File: src/logic/spi_port_pkg.sv
// constants, offsets and types for the byte-wide serial port
// Overview of operation
// - control bit 0: 0 slave, 1 master
// - master mode drives three slave enables
// - select code 00/01/10 picks enable, 11 none
// - speed code divides clock by 8..64
// - serial clock independent of system divider
// - polarity bit sets clock idle level
// - receive register returns latest captured byte
// - transmit bytes queue four deep and go out in write order
// - overrun interrupt only when enable bit 2
// - data available interrupt only when bit 1
// - transmit empty interrupt only when bit 0
// - status bit 2 set on receive overwrite
// - status bit 1 set on completed transfer
// - status bit 0 high while transmit has room
// - any write to clear register clears overrun
// - unused upper register bits do nothing
package spi_port_pkg;
	localparam int DATA_W = 8;
	localparam int FIFO_DEPTH = 4;
	localparam logic [7:0] ADDR_CONTROL = 8'hb4;
	localparam logic [7:0] ADDR_RECEIVE = 8'hb5;
	localparam logic [7:0] ADDR_TRANSMIT = 8'hb6;
	localparam logic [7:0] ADDR_IRQ_ENABLE = 8'hb7;
	localparam logic [7:0] ADDR_IRQ_STATUS = 8'hbc;
	localparam logic [7:0] ADDR_OVERRUN_CLEAR = 8'hbd;
	// control field positions
	localparam int CTRL_MASTER_BIT = 0;
	localparam int CTRL_POLARITY_BIT = 1;
	localparam int CTRL_SPEED_LSB = 2;
	localparam int CTRL_SELECT_LSB = 4;
	localparam int CTRL_W = 6;
	// interrupt enable and status bit positions
	localparam int IRQ_TX_EMPTY_BIT = 0;
	localparam int IRQ_RX_AVAIL_BIT = 1;
	localparam int IRQ_OVERRUN_BIT = 2;
	localparam int IRQ_W = 3;
	localparam logic [CTRL_W-1:0] CTRL_RESET = 6'h00;
	localparam logic [IRQ_W-1:0] IRQ_ENABLE_RESET = 3'h0;
	localparam logic [1:0] SELECT_NONE = 2'h3;
	// smallest divide ratio; each speed code step doubles it
	localparam int SCK_DIV_BASE = 8;
	localparam logic [5:0] HALF_PERIOD_BASE = 6'(SCK_DIV_BASE / 2);
	localparam logic [3:0] BITS_PER_BYTE = 4'(DATA_W);
	// synchroniser lanes of the pin inputs
	localparam int PIN_SCK = 0;
	localparam int PIN_MOSI = 1;
	localparam int PIN_MISO = 2;
	localparam int PIN_SS = 3;
	localparam int PIN_W = 4;
	localparam logic [PIN_W-1:0] PIN_RESET = 4'h8;
	typedef enum logic [0:0] {ST_IDLE, ST_XFER} xfer_state_t;
endpackage

File: src/logic/byte_stream_if.sv
// valid/ready byte stream between the port core and its transmit fifo
`timescale 1ns/1ps
`default_nettype none
interface byte_stream_if #(parameter int W = 8);
	logic valid;
	logic ready;
	logic [W-1:0] data;
	modport source (output valid, output data, input ready);
	modport sink (input valid, input data, output ready);
endinterface
`default_nettype wire

File: src/logic/byte_fifo.sv
// small synchronous fifo with valid/ready on both sides
`timescale 1ns/1ps
`default_nettype none
module byte_fifo #(
	parameter int WIDTH = 8,
	parameter int DEPTH = 4
) (
	input wire logic clk_sys,
	input wire logic sys_rst,
	byte_stream_if.sink fill,
	byte_stream_if.source drain
);
	localparam int PTR_W = $clog2(DEPTH);
	localparam int CNT_W = $clog2(DEPTH + 1);
	localparam logic [CNT_W-1:0] FULL_COUNT = CNT_W'(DEPTH);
	localparam logic [PTR_W-1:0] LAST_SLOT = PTR_W'(DEPTH - 1);

	logic [WIDTH-1:0] mem_q [DEPTH];
	logic [PTR_W-1:0] wr_ptr_q, wr_ptr_d, rd_ptr_q, rd_ptr_d;
	logic [CNT_W-1:0] count_q, count_d;
	logic push, pop;

	// honest flags straight from the occupancy count
	assign fill.ready = (count_q != FULL_COUNT);
	assign drain.valid = (count_q != '0);
	assign drain.data = mem_q[rd_ptr_q];
	assign push = fill.valid & fill.ready;
	assign pop = drain.valid & drain.ready;

	// pointer and count update, wrapping at any depth
	always_comb begin
		wr_ptr_d = wr_ptr_q;
		rd_ptr_d = rd_ptr_q;
		count_d = count_q;
		if (push) begin
			wr_ptr_d = (wr_ptr_q == LAST_SLOT) ? '0 : wr_ptr_q + 1'b1;
		end
		if (pop) begin
			rd_ptr_d = (rd_ptr_q == LAST_SLOT) ? '0 : rd_ptr_q + 1'b1;
		end
		if (push && !pop) begin
			count_d = count_q + 1'b1;
		end else if (pop && !push) begin
			count_d = count_q - 1'b1;
		end
	end

	always_ff @(posedge clk_sys) begin
		if (sys_rst) begin
			wr_ptr_q <= '0;
			rd_ptr_q <= '0;
			count_q <= '0;
		end else begin
			wr_ptr_q <= wr_ptr_d;
			rd_ptr_q <= rd_ptr_d;
			count_q <= count_d;
		end
	end

	// storage needs no reset; empty slots are never presented
	always_ff @(posedge clk_sys) begin
		if (push) begin
			mem_q[wr_ptr_q] <= fill.data;
		end
	end
endmodule
`default_nettype wire

File: src/logic/spi_master_slave_port.sv
// byte-wide serial port core: register file, master and slave shift engine
`timescale 1ns/1ps
`default_nettype none
module spi_master_slave_port
	import spi_port_pkg::*;
(
	input wire logic clk_sys,
	input wire logic sys_rst,
	input wire logic [7:0] sfr_addr,
	input wire logic [spi_port_pkg::DATA_W-1:0] sfr_wdata,
	input wire logic sfr_wr,
	input wire logic sfr_rd,
	output logic [spi_port_pkg::DATA_W-1:0] sfr_rdata,
	output logic irq,
	input wire logic sck_in,
	output logic sck_out,
	output logic sck_oe,
	input wire logic mosi_in,
	output logic mosi_out,
	output logic mosi_oe,
	input wire logic miso_in,
	output logic miso_out,
	output logic miso_oe,
	input wire logic slave_select_in_n,
	output logic slave_enable_0_n,
	output logic slave_enable_1_n,
	output logic slave_enable_2_n
);
	byte_stream_if #(.W(DATA_W)) tx_fill ();
	byte_stream_if #(.W(DATA_W)) tx_drain ();

	// transmit bytes queue here so software can run ahead of the wire
	byte_fifo #(.WIDTH(DATA_W), .DEPTH(FIFO_DEPTH)) tx_fifo (
		.clk_sys(clk_sys),
		.sys_rst(sys_rst),
		.fill(tx_fill),
		.drain(tx_drain)
	);

	// register file state
	logic [CTRL_W-1:0] ctrl_q, ctrl_d;
	logic [IRQ_W-1:0] irq_en_q, irq_en_d;
	logic [DATA_W-1:0] receive_byte_q, receive_byte_d;
	logic rx_available_flag_q, rx_available_flag_d;
	logic rx_overrun_flag_q, rx_overrun_flag_d;
	logic [DATA_W-1:0] rdata_q, rdata_d;
	logic irq_q, irq_d;

	// shift engine state
	xfer_state_t state_q, state_d;
	logic [DATA_W-1:0] tx_shift_q, tx_shift_d;
	logic [DATA_W-1:0] rx_shift_q, rx_shift_d;
	logic [3:0] bit_cnt_q, bit_cnt_d;
	logic [5:0] div_cnt_q, div_cnt_d;
	logic sck_q, sck_d, mosi_q, mosi_d, miso_q, miso_d;
	logic [2:0] enable_n_q, enable_n_d;
	logic sck_oe_q, sck_oe_d, mosi_oe_q, mosi_oe_d, miso_oe_q, miso_oe_d;

	// pin synchronisers: three stages, a level counts once stages two and three agree
	logic [PIN_W-1:0] sync1_q, sync2_q, sync3_q, pin_q, pin_d;
	logic [PIN_W-1:0] pins_raw;

	logic master_mode, polarity;
	logic [1:0] speed_code, select_code;
	logic [5:0] half_period;
	logic done;
	logic [DATA_W-1:0] done_byte;
	logic pop;
	logic slave_sck_edge, slave_leading, ss_fall, ss_rise;
	logic wr_ctrl, wr_tx, wr_ien, wr_ovc, rd_rx;

	assign master_mode = ctrl_q[CTRL_MASTER_BIT];
	assign polarity = ctrl_q[CTRL_POLARITY_BIT];
	assign speed_code = ctrl_q[CTRL_SPEED_LSB +: 2];
	assign select_code = ctrl_q[CTRL_SELECT_LSB +: 2];
	// half period counted on clk_sys alone, so no system prescaler touches it
	assign half_period = HALF_PERIOD_BASE << speed_code;

	assign pins_raw = {slave_select_in_n, miso_in, mosi_in, sck_in};
	assign pin_d = (pin_q & (sync2_q ^ sync3_q)) | (sync3_q & ~(sync2_q ^ sync3_q));

	always_ff @(posedge clk_sys) begin
		if (sys_rst) begin
			sync1_q <= PIN_RESET;
			sync2_q <= PIN_RESET;
			sync3_q <= PIN_RESET;
			pin_q <= PIN_RESET;
		end else begin
			sync1_q <= pins_raw;
			sync2_q <= sync1_q;
			sync3_q <= sync2_q;
			pin_q <= pin_d;
		end
	end

	// slave-side events from the filtered pin levels
	assign slave_sck_edge = pin_d[PIN_SCK] != pin_q[PIN_SCK];
	assign slave_leading = slave_sck_edge && (pin_q[PIN_SCK] == polarity);
	assign ss_fall = pin_q[PIN_SS] && !pin_d[PIN_SS];
	assign ss_rise = !pin_q[PIN_SS] && pin_d[PIN_SS];

	// register bus decode
	assign wr_ctrl = sfr_wr && (sfr_addr == ADDR_CONTROL);
	assign wr_tx = sfr_wr && (sfr_addr == ADDR_TRANSMIT);
	assign wr_ien = sfr_wr && (sfr_addr == ADDR_IRQ_ENABLE);
	assign wr_ovc = sfr_wr && (sfr_addr == ADDR_OVERRUN_CLEAR);
	assign rd_rx = sfr_rd && (sfr_addr == ADDR_RECEIVE);

	// writes to a full queue are dropped; status bit 0 (tx_fill.ready) tells software first
	assign tx_fill.valid = wr_tx;
	assign tx_fill.data = sfr_wdata;
	assign tx_drain.ready = pop;

	// shift engine: master clocking, slave edge following, byte completion
	always_comb begin
		state_d = state_q;
		tx_shift_d = tx_shift_q;
		rx_shift_d = rx_shift_q;
		bit_cnt_d = bit_cnt_q;
		div_cnt_d = div_cnt_q;
		sck_d = sck_q;
		mosi_d = mosi_q;
		miso_d = miso_q;
		enable_n_d = 3'h7;
		pop = 1'b0;
		done = 1'b0;
		done_byte = rx_shift_q;
		// pins driven only in the matching mode
		sck_oe_d = master_mode;
		mosi_oe_d = master_mode;
		miso_oe_d = 1'b0;
		unique case (state_q)
			ST_IDLE: begin
				sck_d = polarity;
				bit_cnt_d = '0;
				div_cnt_d = '0;
				if (master_mode && tx_drain.valid) begin
					pop = 1'b1;
					tx_shift_d = tx_drain.data;
					mosi_d = tx_drain.data[DATA_W-1];
					state_d = ST_XFER;
					if (select_code != SELECT_NONE) begin
						enable_n_d = ~(3'h1 << select_code);
					end
				end else if (!master_mode && ss_fall) begin
					pop = tx_drain.valid;
					tx_shift_d = tx_drain.valid ? tx_drain.data : '0;
					miso_d = tx_drain.valid ? tx_drain.data[DATA_W-1] : 1'b0;
					state_d = ST_XFER;
				end
			end
			ST_XFER: begin
				if (master_mode) begin
					enable_n_d = enable_n_q;
					if (div_cnt_q == half_period - 6'h01) begin
						div_cnt_d = '0;
						sck_d = ~sck_q;
						if (sck_q == polarity) begin
							// leading edge samples the slave's data as soon as stages two and three agree;
							// one more register would miss the bit at the fastest divide ratio
							rx_shift_d = {rx_shift_q[DATA_W-2:0], pin_d[PIN_MISO]};
							bit_cnt_d = bit_cnt_q + 4'h1;
						end else if (bit_cnt_q == BITS_PER_BYTE) begin
							done = 1'b1;
							sck_d = polarity;
							enable_n_d = 3'h7;
							state_d = ST_IDLE;
						end else begin
							tx_shift_d = {tx_shift_q[DATA_W-2:0], 1'b0};
							mosi_d = tx_shift_q[DATA_W-2];
						end
					end else begin
						div_cnt_d = div_cnt_q + 6'h01;
					end
				end else begin
					miso_oe_d = 1'b1;
					if (ss_rise || pin_q[PIN_SS]) begin
						// deselect aborts a partial byte
						miso_oe_d = 1'b0;
						state_d = ST_IDLE;
					end else if (slave_leading) begin
						rx_shift_d = {rx_shift_q[DATA_W-2:0], pin_q[PIN_MOSI]};
						bit_cnt_d = bit_cnt_q + 4'h1;
						if (bit_cnt_q == BITS_PER_BYTE - 4'h1) begin
							done = 1'b1;
							done_byte = {rx_shift_q[DATA_W-2:0], pin_q[PIN_MOSI]};
							bit_cnt_d = '0;
							// next byte of a long frame reloads from the queue
							pop = tx_drain.valid;
							tx_shift_d = tx_drain.valid ? tx_drain.data : '0;
						end
					end else if (slave_sck_edge) begin
						if (bit_cnt_q == '0) begin
							miso_d = tx_shift_q[DATA_W-1];
						end else begin
							tx_shift_d = {tx_shift_q[DATA_W-2:0], 1'b0};
							miso_d = tx_shift_q[DATA_W-2];
						end
					end
				end
				if (master_mode != (sck_oe_q == 1'b1)) begin
					// mode flipped mid-byte: drop the byte rather than mix roles
					done = 1'b0;
					enable_n_d = 3'h7;
					state_d = ST_IDLE;
				end
			end
		endcase
	end

	always_ff @(posedge clk_sys) begin
		if (sys_rst) begin
			state_q <= ST_IDLE;
			tx_shift_q <= '0;
			rx_shift_q <= '0;
			bit_cnt_q <= '0;
			div_cnt_q <= '0;
			sck_q <= 1'b0;
			mosi_q <= 1'b0;
			miso_q <= 1'b0;
			enable_n_q <= 3'h7;
			sck_oe_q <= 1'b0;
			mosi_oe_q <= 1'b0;
			miso_oe_q <= 1'b0;
		end else begin
			state_q <= state_d;
			tx_shift_q <= tx_shift_d;
			rx_shift_q <= rx_shift_d;
			bit_cnt_q <= bit_cnt_d;
			div_cnt_q <= div_cnt_d;
			sck_q <= sck_d;
			mosi_q <= mosi_d;
			miso_q <= miso_d;
			enable_n_q <= enable_n_d;
			sck_oe_q <= sck_oe_d;
			mosi_oe_q <= mosi_oe_d;
			miso_oe_q <= miso_oe_d;
		end
	end

	// register file: flags give set priority over any clear in the same cycle
	always_comb begin
		ctrl_d = wr_ctrl ? sfr_wdata[CTRL_W-1:0] : ctrl_q;
		irq_en_d = wr_ien ? sfr_wdata[IRQ_W-1:0] : irq_en_q;
		receive_byte_d = done ? done_byte : receive_byte_q;
		rx_available_flag_d = rx_available_flag_q && !rd_rx;
		rx_overrun_flag_d = rx_overrun_flag_q && !wr_ovc;
		if (done) begin
			rx_available_flag_d = 1'b1;
			if (rx_available_flag_q && !rd_rx) begin
				rx_overrun_flag_d = 1'b1;
			end
		end
		rdata_d = rdata_q;
		if (sfr_rd) begin
			unique case (sfr_addr)
				ADDR_CONTROL: rdata_d = {2'h0, ctrl_q};
				ADDR_RECEIVE: rdata_d = receive_byte_q;
				ADDR_IRQ_ENABLE: rdata_d = {5'h00, irq_en_q};
				ADDR_IRQ_STATUS: rdata_d = {5'h00, rx_overrun_flag_q, rx_available_flag_q, tx_fill.ready};
				default: rdata_d = 8'h00;
			endcase
		end
		// each condition reaches the processor only through its own enable
		irq_d = (irq_en_d[IRQ_OVERRUN_BIT] && rx_overrun_flag_d)
			|| (irq_en_d[IRQ_RX_AVAIL_BIT] && rx_available_flag_d)
			|| (irq_en_d[IRQ_TX_EMPTY_BIT] && tx_fill.ready);
	end

	always_ff @(posedge clk_sys) begin
		if (sys_rst) begin
			ctrl_q <= CTRL_RESET;
			irq_en_q <= IRQ_ENABLE_RESET;
			receive_byte_q <= '0;
			rx_available_flag_q <= 1'b0;
			rx_overrun_flag_q <= 1'b0;
			rdata_q <= '0;
			irq_q <= 1'b0;
		end else begin
			ctrl_q <= ctrl_d;
			irq_en_q <= irq_en_d;
			receive_byte_q <= receive_byte_d;
			rx_available_flag_q <= rx_available_flag_d;
			rx_overrun_flag_q <= rx_overrun_flag_d;
			rdata_q <= rdata_d;
			irq_q <= irq_d;
		end
	end

	assign sfr_rdata = rdata_q;
	assign irq = irq_q;
	assign sck_out = sck_q;
	assign sck_oe = sck_oe_q;
	assign mosi_out = mosi_q;
	assign mosi_oe = mosi_oe_q;
	assign miso_out = miso_q;
	assign miso_oe = miso_oe_q;
	assign slave_enable_0_n = enable_n_q[0];
	assign slave_enable_1_n = enable_n_q[1];
	assign slave_enable_2_n = enable_n_q[2];
endmodule
`default_nettype wire

File: config.mk
export PLATFORM = sky130hd
export DESIGN_NAME = spi_master_slave_port
export DESIGN_NICKNAME = d
export VERILOG_FILES = /design/src/logic/spi_port_pkg.sv /design/src/logic/byte_stream_if.sv /design/src/logic/byte_fifo.sv /design/src/logic/spi_master_slave_port.sv
export SDC_FILE = /design/constraint.sdc
export NUM_CORES = 1
export LEC_CHECK = 0
export ABC_AREA = 1
export BUFFER_PORTS_ARGS = -buffer_cell sky130_fd_sc_hd__buf_4
export CAP_MARGIN = 10
export CELL_PAD_IN_SITES_DETAIL_PLACEMENT = 1
export CELL_PAD_IN_SITES_GLOBAL_PLACEMENT = 1
export CORE_ASPECT_RATIO = 1.75
export CORE_MARGIN = 2
export CORE_UTILIZATION = 39
export DETAILED_ROUTE_END_ITERATION = 10
export PLACE_DENSITY_LB_ADDON = 0.3
export SKIP_CTS_REPAIR_TIMING = 1
export SYNTH_ARGS = -nofsm -noshare
export SYNTH_HDL_FRONTEND = slang
export SYNTH_SLANG_ARGS = --single-unit
File: constraint.sdc
create_clock -name clk_sys -period 4.5 [get_ports clk_sys]
set_input_delay 0.45 -clock clk_sys [delete_from_list [all_inputs] [get_ports clk_sys]]
set_output_delay 0.45 -clock clk_sys [all_outputs]
set_load 0.02 [all_outputs]
* Yosys cells after proc, flatten, opt, wreduce, memory -nomap -nowiden
Memories as Yosys holds them, arrays and structs flattened. A register that Yosys moved wholly into a read port is not among the register bits. Index checks and enable logic that the tools add are counted.
Operators by class: shift operators 2, eq/ne operators 44, add/subtract/negate cells 7, mux-type cells 99, multiply operators 0, magnitude comparators 0, reduce and logical (&&, ||, !) cells 39, bitwise logic cells 10, divide/modulo/power cells 0
Operators by type and width (count):
- 8-bit two-way mux | 22
- 8-bit == test, second input constant | 6
- 1-bit two-way mux | 45
- 8-bit case mux with 4 select lines | 1
- 3-bit two-way mux | 10
- 4-bit two-way mux | 6
- 2-bit != test, second input constant | 11
- 1-bit logical AND | 17
- 8-bit case mux with 2 select lines | 1
- 3-bit != test, second input constant | 5
- 6-bit two-way mux | 2
- 4-bit by 2-bit != test with 1-bit output, second input constant | 3
- 6-bit case mux with 2 select lines | 1
- 1-bit case mux with 2 select lines | 5
- 5-bit AND reduction | 2
- 3-bit by 2-bit != test with 1-bit output, second input constant | 3
- 4-bit bitwise AND | 2
- 2-bit two-way mux | 4
- 2-bit by 1-bit != test with 1-bit output, second input constant | 4
- 4-bit by 3-bit != test with 1-bit output, second input constant | 2
- 4-bit case mux with 2 select lines | 1
- 8-bit AND reduction | 1
- 1-bit zero test | 7
- 6-bit by 1-bit adder with 6-bit output, second input constant | 1
- 30 further kinds | 39
Storage, ports and cells: memory bits (writable) 32, latch bits 0, bits in read-only memories 0, memories kept 1, output and inout port bits 18, bits in registers 86, logic and storage cells 227
Memories:
- tx_fifo.mem_q | words 4, bits a word 8, rd ports 1, clocked after memory_dff 1, wr ports 1, RTL line byte_fifo.sv:18 | logic [WIDTH-1:0] mem_q [DEPTH];

* Depth between registers and ports, before layout
depth after elaboration 15, depth in mapped cells 15, mapped depth without buffers 15

* Modules after synthesis
From an unflattened synthesis, not the netlist that was laid out.
Unflattened totals: cell total of the unflattened synthesis 705, area total of the unflattened synthesis 5556.6 um^2
By module, submodules not included:
- spi_master_slave_port | area an instance 3860.0 um^2, cells each 560, instances 1
- byte_fifo | area an instance 1696.6 um^2, cells each 145, instances 1

* Least setup slack after synthesis
OpenSTA, ideal clock, no wires.
path kind flip-flop to flip-flop, start register pin_q[0], end register tx_fifo.count_q[2], data arrival time 2.003 ns, period minus slack after synthesis 2.125 ns, path slack 2.375 ns, stages on the path, launching flop included 16, path buffers 0, library setup time 0.122 ns, required time 4.378 ns, path through dfxtp_1 > inv_1 > nand3_1 > nand2_1 > nand2_2 > nor2_2 > nand2_2 > nand2_1 > nand2_1 > ha_1 > inv_1 > fa_1 > a21oi_1 > o21ai_0 > o21ai_0 > a21oi_1
On the way: cells in the longest elaborated chain, start to end 12, elaborated cells between the ends (all ways) 15, classes of those cells eq/ne: 2; mux: 5; bitwise: 3; reduce/logical: 5
RTL lines:
- start, declared | RTL line spi_master_slave_port.sv:60 | logic [PIN_W-1:0] sync1_q, sync2_q, sync3_q, pin_q, pin_d;
- start signal, assigned | RTL line spi_master_slave_port.sv:92 | pin_q <= pin_d;
- 4-bit bitwise AND | RTL line spi_master_slave_port.sv:80 | assign pin_d = (pin_q & (sync2_q ^ sync3_q)) | (sync3_q & ~(sync2_q ^ sync3_q));
- 4-bit bitwise OR | RTL line spi_master_slave_port.sv:80
- 1-bit != test | RTL line spi_master_slave_port.sv:97 | assign slave_sck_edge = pin_d[PIN_SCK] != pin_q[PIN_SCK];
- 1-bit logical AND * | RTL line spi_master_slave_port.sv:98 | assign slave_leading = slave_sck_edge && (pin_q[PIN_SCK] == polarity);
- 1-bit two-way mux * | RTL line spi_master_slave_port.sv:181 | end else if (slave_leading) begin
- 1-bit two-way mux * | RTL line spi_master_slave_port.sv:177 | if (ss_rise || pin_q[PIN_SS]) begin
- 1-bit two-way mux * | RTL line spi_master_slave_port.sv:153 | if (master_mode) begin
- 1-bit case mux with 2 select lines * | RTL line spi_master_slave_port.sv:132 | unique case (state_q)
- 1-bit bitwise AND * | RTL line byte_fifo.sv:28 | assign pop = drain.valid & drain.ready;
- 1-bit zero test | RTL line byte_fifo.sv:41 | if (push && !pop) begin
- 1-bit logical AND | RTL line byte_fifo.sv:41
- 3-bit two-way mux or 2-bit nonzero test (tied branches)
- end signal, assigned | RTL line byte_fifo.sv:56 | count_q <= count_d;
- end, declared | RTL line byte_fifo.sv:20 | logic [CNT_W-1:0] count_q, count_d;
Every way passes the cells marked *; elsewhere a longest branch is shown, timed or not. A chain may end at the register's enable or synchronous reset.

* Final worst setup path
start register ctrl_q[0], end register tx_fifo.count_q[2]
On the way: cells in the longest elaborated chain, start to end 9, elaborated cells between the ends (all ways) 13, classes of those cells mux: 5; bitwise: 1; reduce/logical: 7
RTL lines:
- start, declared | RTL line spi_master_slave_port.sv:41 | logic [CTRL_W-1:0] ctrl_q, ctrl_d;
- start signal, assigned | RTL line spi_master_slave_port.sv:280 | ctrl_q <= ctrl_d;
- 1-bit zero test | RTL line spi_master_slave_port.sv:145 | end else if (!master_mode && ss_fall) begin
- 1-bit logical AND | RTL line spi_master_slave_port.sv:145
- 1-bit two-way mux | RTL line spi_master_slave_port.sv:145
- 1-bit two-way mux | RTL line spi_master_slave_port.sv:137 | if (master_mode && tx_drain.valid) begin
- 1-bit case mux with 2 select lines * | RTL line spi_master_slave_port.sv:132
- 1-bit bitwise AND * | RTL line byte_fifo.sv:28
- 1-bit zero test | RTL line byte_fifo.sv:41
- 1-bit logical AND | RTL line byte_fifo.sv:41
- 3-bit two-way mux or 2-bit nonzero test (tied branches)
Marked as above.

==> key figures <==
Run status
  – Status: completed

Finish
  – Layout cell share with drive strength beyond 1: 14.8%
  – Most common cell after layout, fill and taps aside: nand2_1
  – Most frequent cells in the layout: 169 x nand2_1, 88 x dfxtp_1, 84 x nor2_1
  – Diodes inserted: 0
  – Non-Filler Instances: 939
  – Final #Nets: 783
  – Area growth, synth to finish: 18.5%

Placement
  – GP Congestion: 0.846
  – I/O Buffers: 41
  – Placed cell count: 907
  – Hpwl dp: 11.4 mm

Synth
  – Post-synth cell types: 44
  – Seq/Total Area, Yosys: 49.1%
  – Synthesized instance count: 709
  – Synth warn: 0
  – Cell area after synthesis: 5550 um^2
  – Synthesized Nets: 743
  – Seq cells post-synth: 120
  – Mean area per synthesized cell: 7.82 um^2

Critical path
  – CP endpoint kind: register
  – CP top delay family: adder cells
  – Crit-path slowest cell: dfxtp_1
  – Worst EP arrival: 2.93 ns
  – R2r startpoint: ctrl_q[0]$_SDFFE_PP0P_
  – CP Buf/Inv Count: 2
  – Slowest Stage Delay on Critical Path: 0.51 ns
  – Critical Path RT: 4.81 ns
  – Critical path cell sequence: inv_2, nand4_1, nor2_2, nand2_2, nand2_1, nand2_1, ha_1, inv_1, fa_1, a21oi_1, o21ai_0, o21ai_0, a21oi_1
  – CP startpoint: ctrl_q[0]$_SDFFE_PP0P_
  – Critical path type: reg -> reg
  – Critical Path Source Type: register
  – Worst Path Max Fanout: 10

Route
  – Vias: 4846
  – WL/cell: 16.4 um
  – Post-route DRC violation count: 0
  – Vias/cell: 5.16
  – Detailed Route Iter0 Violations: 188
  – Drt total wl: 15.4 mm
  – Post-route antenna net violation count: 0
  – Pre-antenna DRT Iters: 4

Clocking
  – CTS buffer count: 17
  – CTS max path bufs: 2
  – Clk root buf: clkbuf_16
  – TritonCTS clock tree: done
  – CTS H-Tree Depth: 4
  – Clk_lat worst skew: 0.43 ns
  – Clock Sinks: 120
  – Clock transition at path regs: 0.07 ns

Global route
  – Vias in the first global route: 5365
  – GR Util All Layers: 21.5%
  – Largest net degree at the start of global routing: 48
  – Initial antenna violation count: 0
  – Grt ovf: 0
  – Global-route wire length before repair: 25.4 mm

Timing
  – Setup violators final: 0
  – RSZ-0062 raised after global routing: no
  – Min Tclk post-route: 2.62 ns
  – Fin. Hold Viols: 0
  – F_max: 0.382 GHz
  – Worst-margin pin slew: 0.730 ns
  – Rel. slew slack: 51.1%
  – Fraction of the cycle the final worst path needs: 58.2%
  – Max Clock Skew: 0.0121 ns
  – Setup TNS: 0 ns
  – Slew Limit Fails: 0
  – WHS: 0.221 ns

Floorplan
  – Starting Density: 39.9%
  – Die area: 15200 um^2
  – Die Y: 162 um
  – Core area: 13900 um^2
  – Row count: 57
  – Die width: 94.2 um
  – IO Pins: 42

Pwr
  – Peak VDD IR: 0.000258 V
  – Lkg Pwr: 2.61 nW
  – Overall power: 2.56 mW
  – Power Density: 390 nW/um^2

Flow run
  – Total of max-cap violations: 0

Hold path
  – Hold path start: slave_select_in_n
  – HP Class: in -> reg
## layer usage
| layer | part of all wire [%] | GRT usage (%) | wire length (um) |
|---|---|---|---|
| met4 | 3.1 | 10.3 | 476 |
| met1 | 37 | 21.1 | 5760 |
| met3 | 1.9 | 4.17 | 288 |
| met5 | 0 | 0 | 0 |
| met2 | 58 | 41.7 | 8870 |
## through the flow
stage / utilization (%) / area [um^2] / setup slack, ns
after CTS: 47.3 / 6570 / 1.87
after detailed placement: 42.9 / 5970 / 1.73
after global routing: 47.3 / 6570 / 1.55
after global placement: 42.9 / 5970 / 1.89
final: 47.3 / 6570 / 1.88
after floorplan: - / 5550 / 2.38
## synthesized netlist by cell type (all sizes together)
master	instances	area (um^2)
and3	1	6.26
a211oi	5	37.5
a21oi	53	269
ha	9	113
clkbuf	9	33.8
nand4	7	43.8
o211ai	2	15.0
o31ai	3	22.5
nor4	3	18.8
nand3b	1	7.51
nor3	13	110
nand2	177	699
o32ai	1	8.76
fa	1	20.0
edfxtp	32	961
o21ai	39	199
xor2	3	26.3
o21bai	1	7.51
xnor2	2	25.0
dfxtp	88	1760
clkinv	3	11.3
a31oi	1	6.26
or2	5	31.3
buf	12	80.1
o22ai	11	75.1
nor2	88	350
nand3	54	288
inv	85	319
## power by group
| group | internal [mW] | switching (mW) | leakage [nW] |
|---|---|---|---|
| Clock | 0.794 | 0.584 | 0.290 |
| Sequential | 1.11 | 0.00404 | 0.999 |
| Combinational | 0.0234 | 0.0432 | 1.32 |
| Total | 1.93 | 0.632 | 2.61 |
## cells by family after synthesis
logic type,Yosys count,synth area share [%]
compound gates,116,11.5
xor+xnor,5,0.925
fa+ha+maj,10,2.39
buf+inv,109,8.01
flops,120,49.1
simple gates,349,28.0
## cell type report
class | instances | area [um^2]
fill | 1720 | 7330
sequential | 120 | 2720
multi-input combinational | 480 | 2380
clock buffer | 17 | 425
inverter | 88 | 330
timing repair buffer | 42 | 315
tap | 177 | 221
clock inverter | 15 | 178
## worst paths after layout
| check | slack, ns | depth (start not counted) | end |
|---|---|---|---|
| setup / recovery | 1.88 | 13 | tx_fifo.count_q[2]$_SDFFE_PP0P_ |
| hold / removal | 0.22 | 2 | sync1_q[3]$_SDFF_PP1_ |
| setup reg to reg | 1.88 | 13 | tx_fifo.count_q[2]$_SDFFE_PP0P_ |
| hold reg to reg | 0.41 | 2 | sync2_q[2]$_SDFF_PP0_ |
## flip-flops by register name, summed over array words and instances, names as in the netlist, 3 cells and up, named ones only
signal and cells:
bit_cnt_q 4, ctrl_q 6, tx_fifo.count_q 3, sync1_q 4
sync3_q 4, receive_byte_q 8, tx_fifo.mem_q 32, enable_n_q 3
sfr_rdata 8, pin_q 3, rx_shift_q 8, tx_shift_q 8
div_cnt_q 6, sync2_q 4, irq_en_q 3
Note: power is estimated with default switching activity, not from simulation.
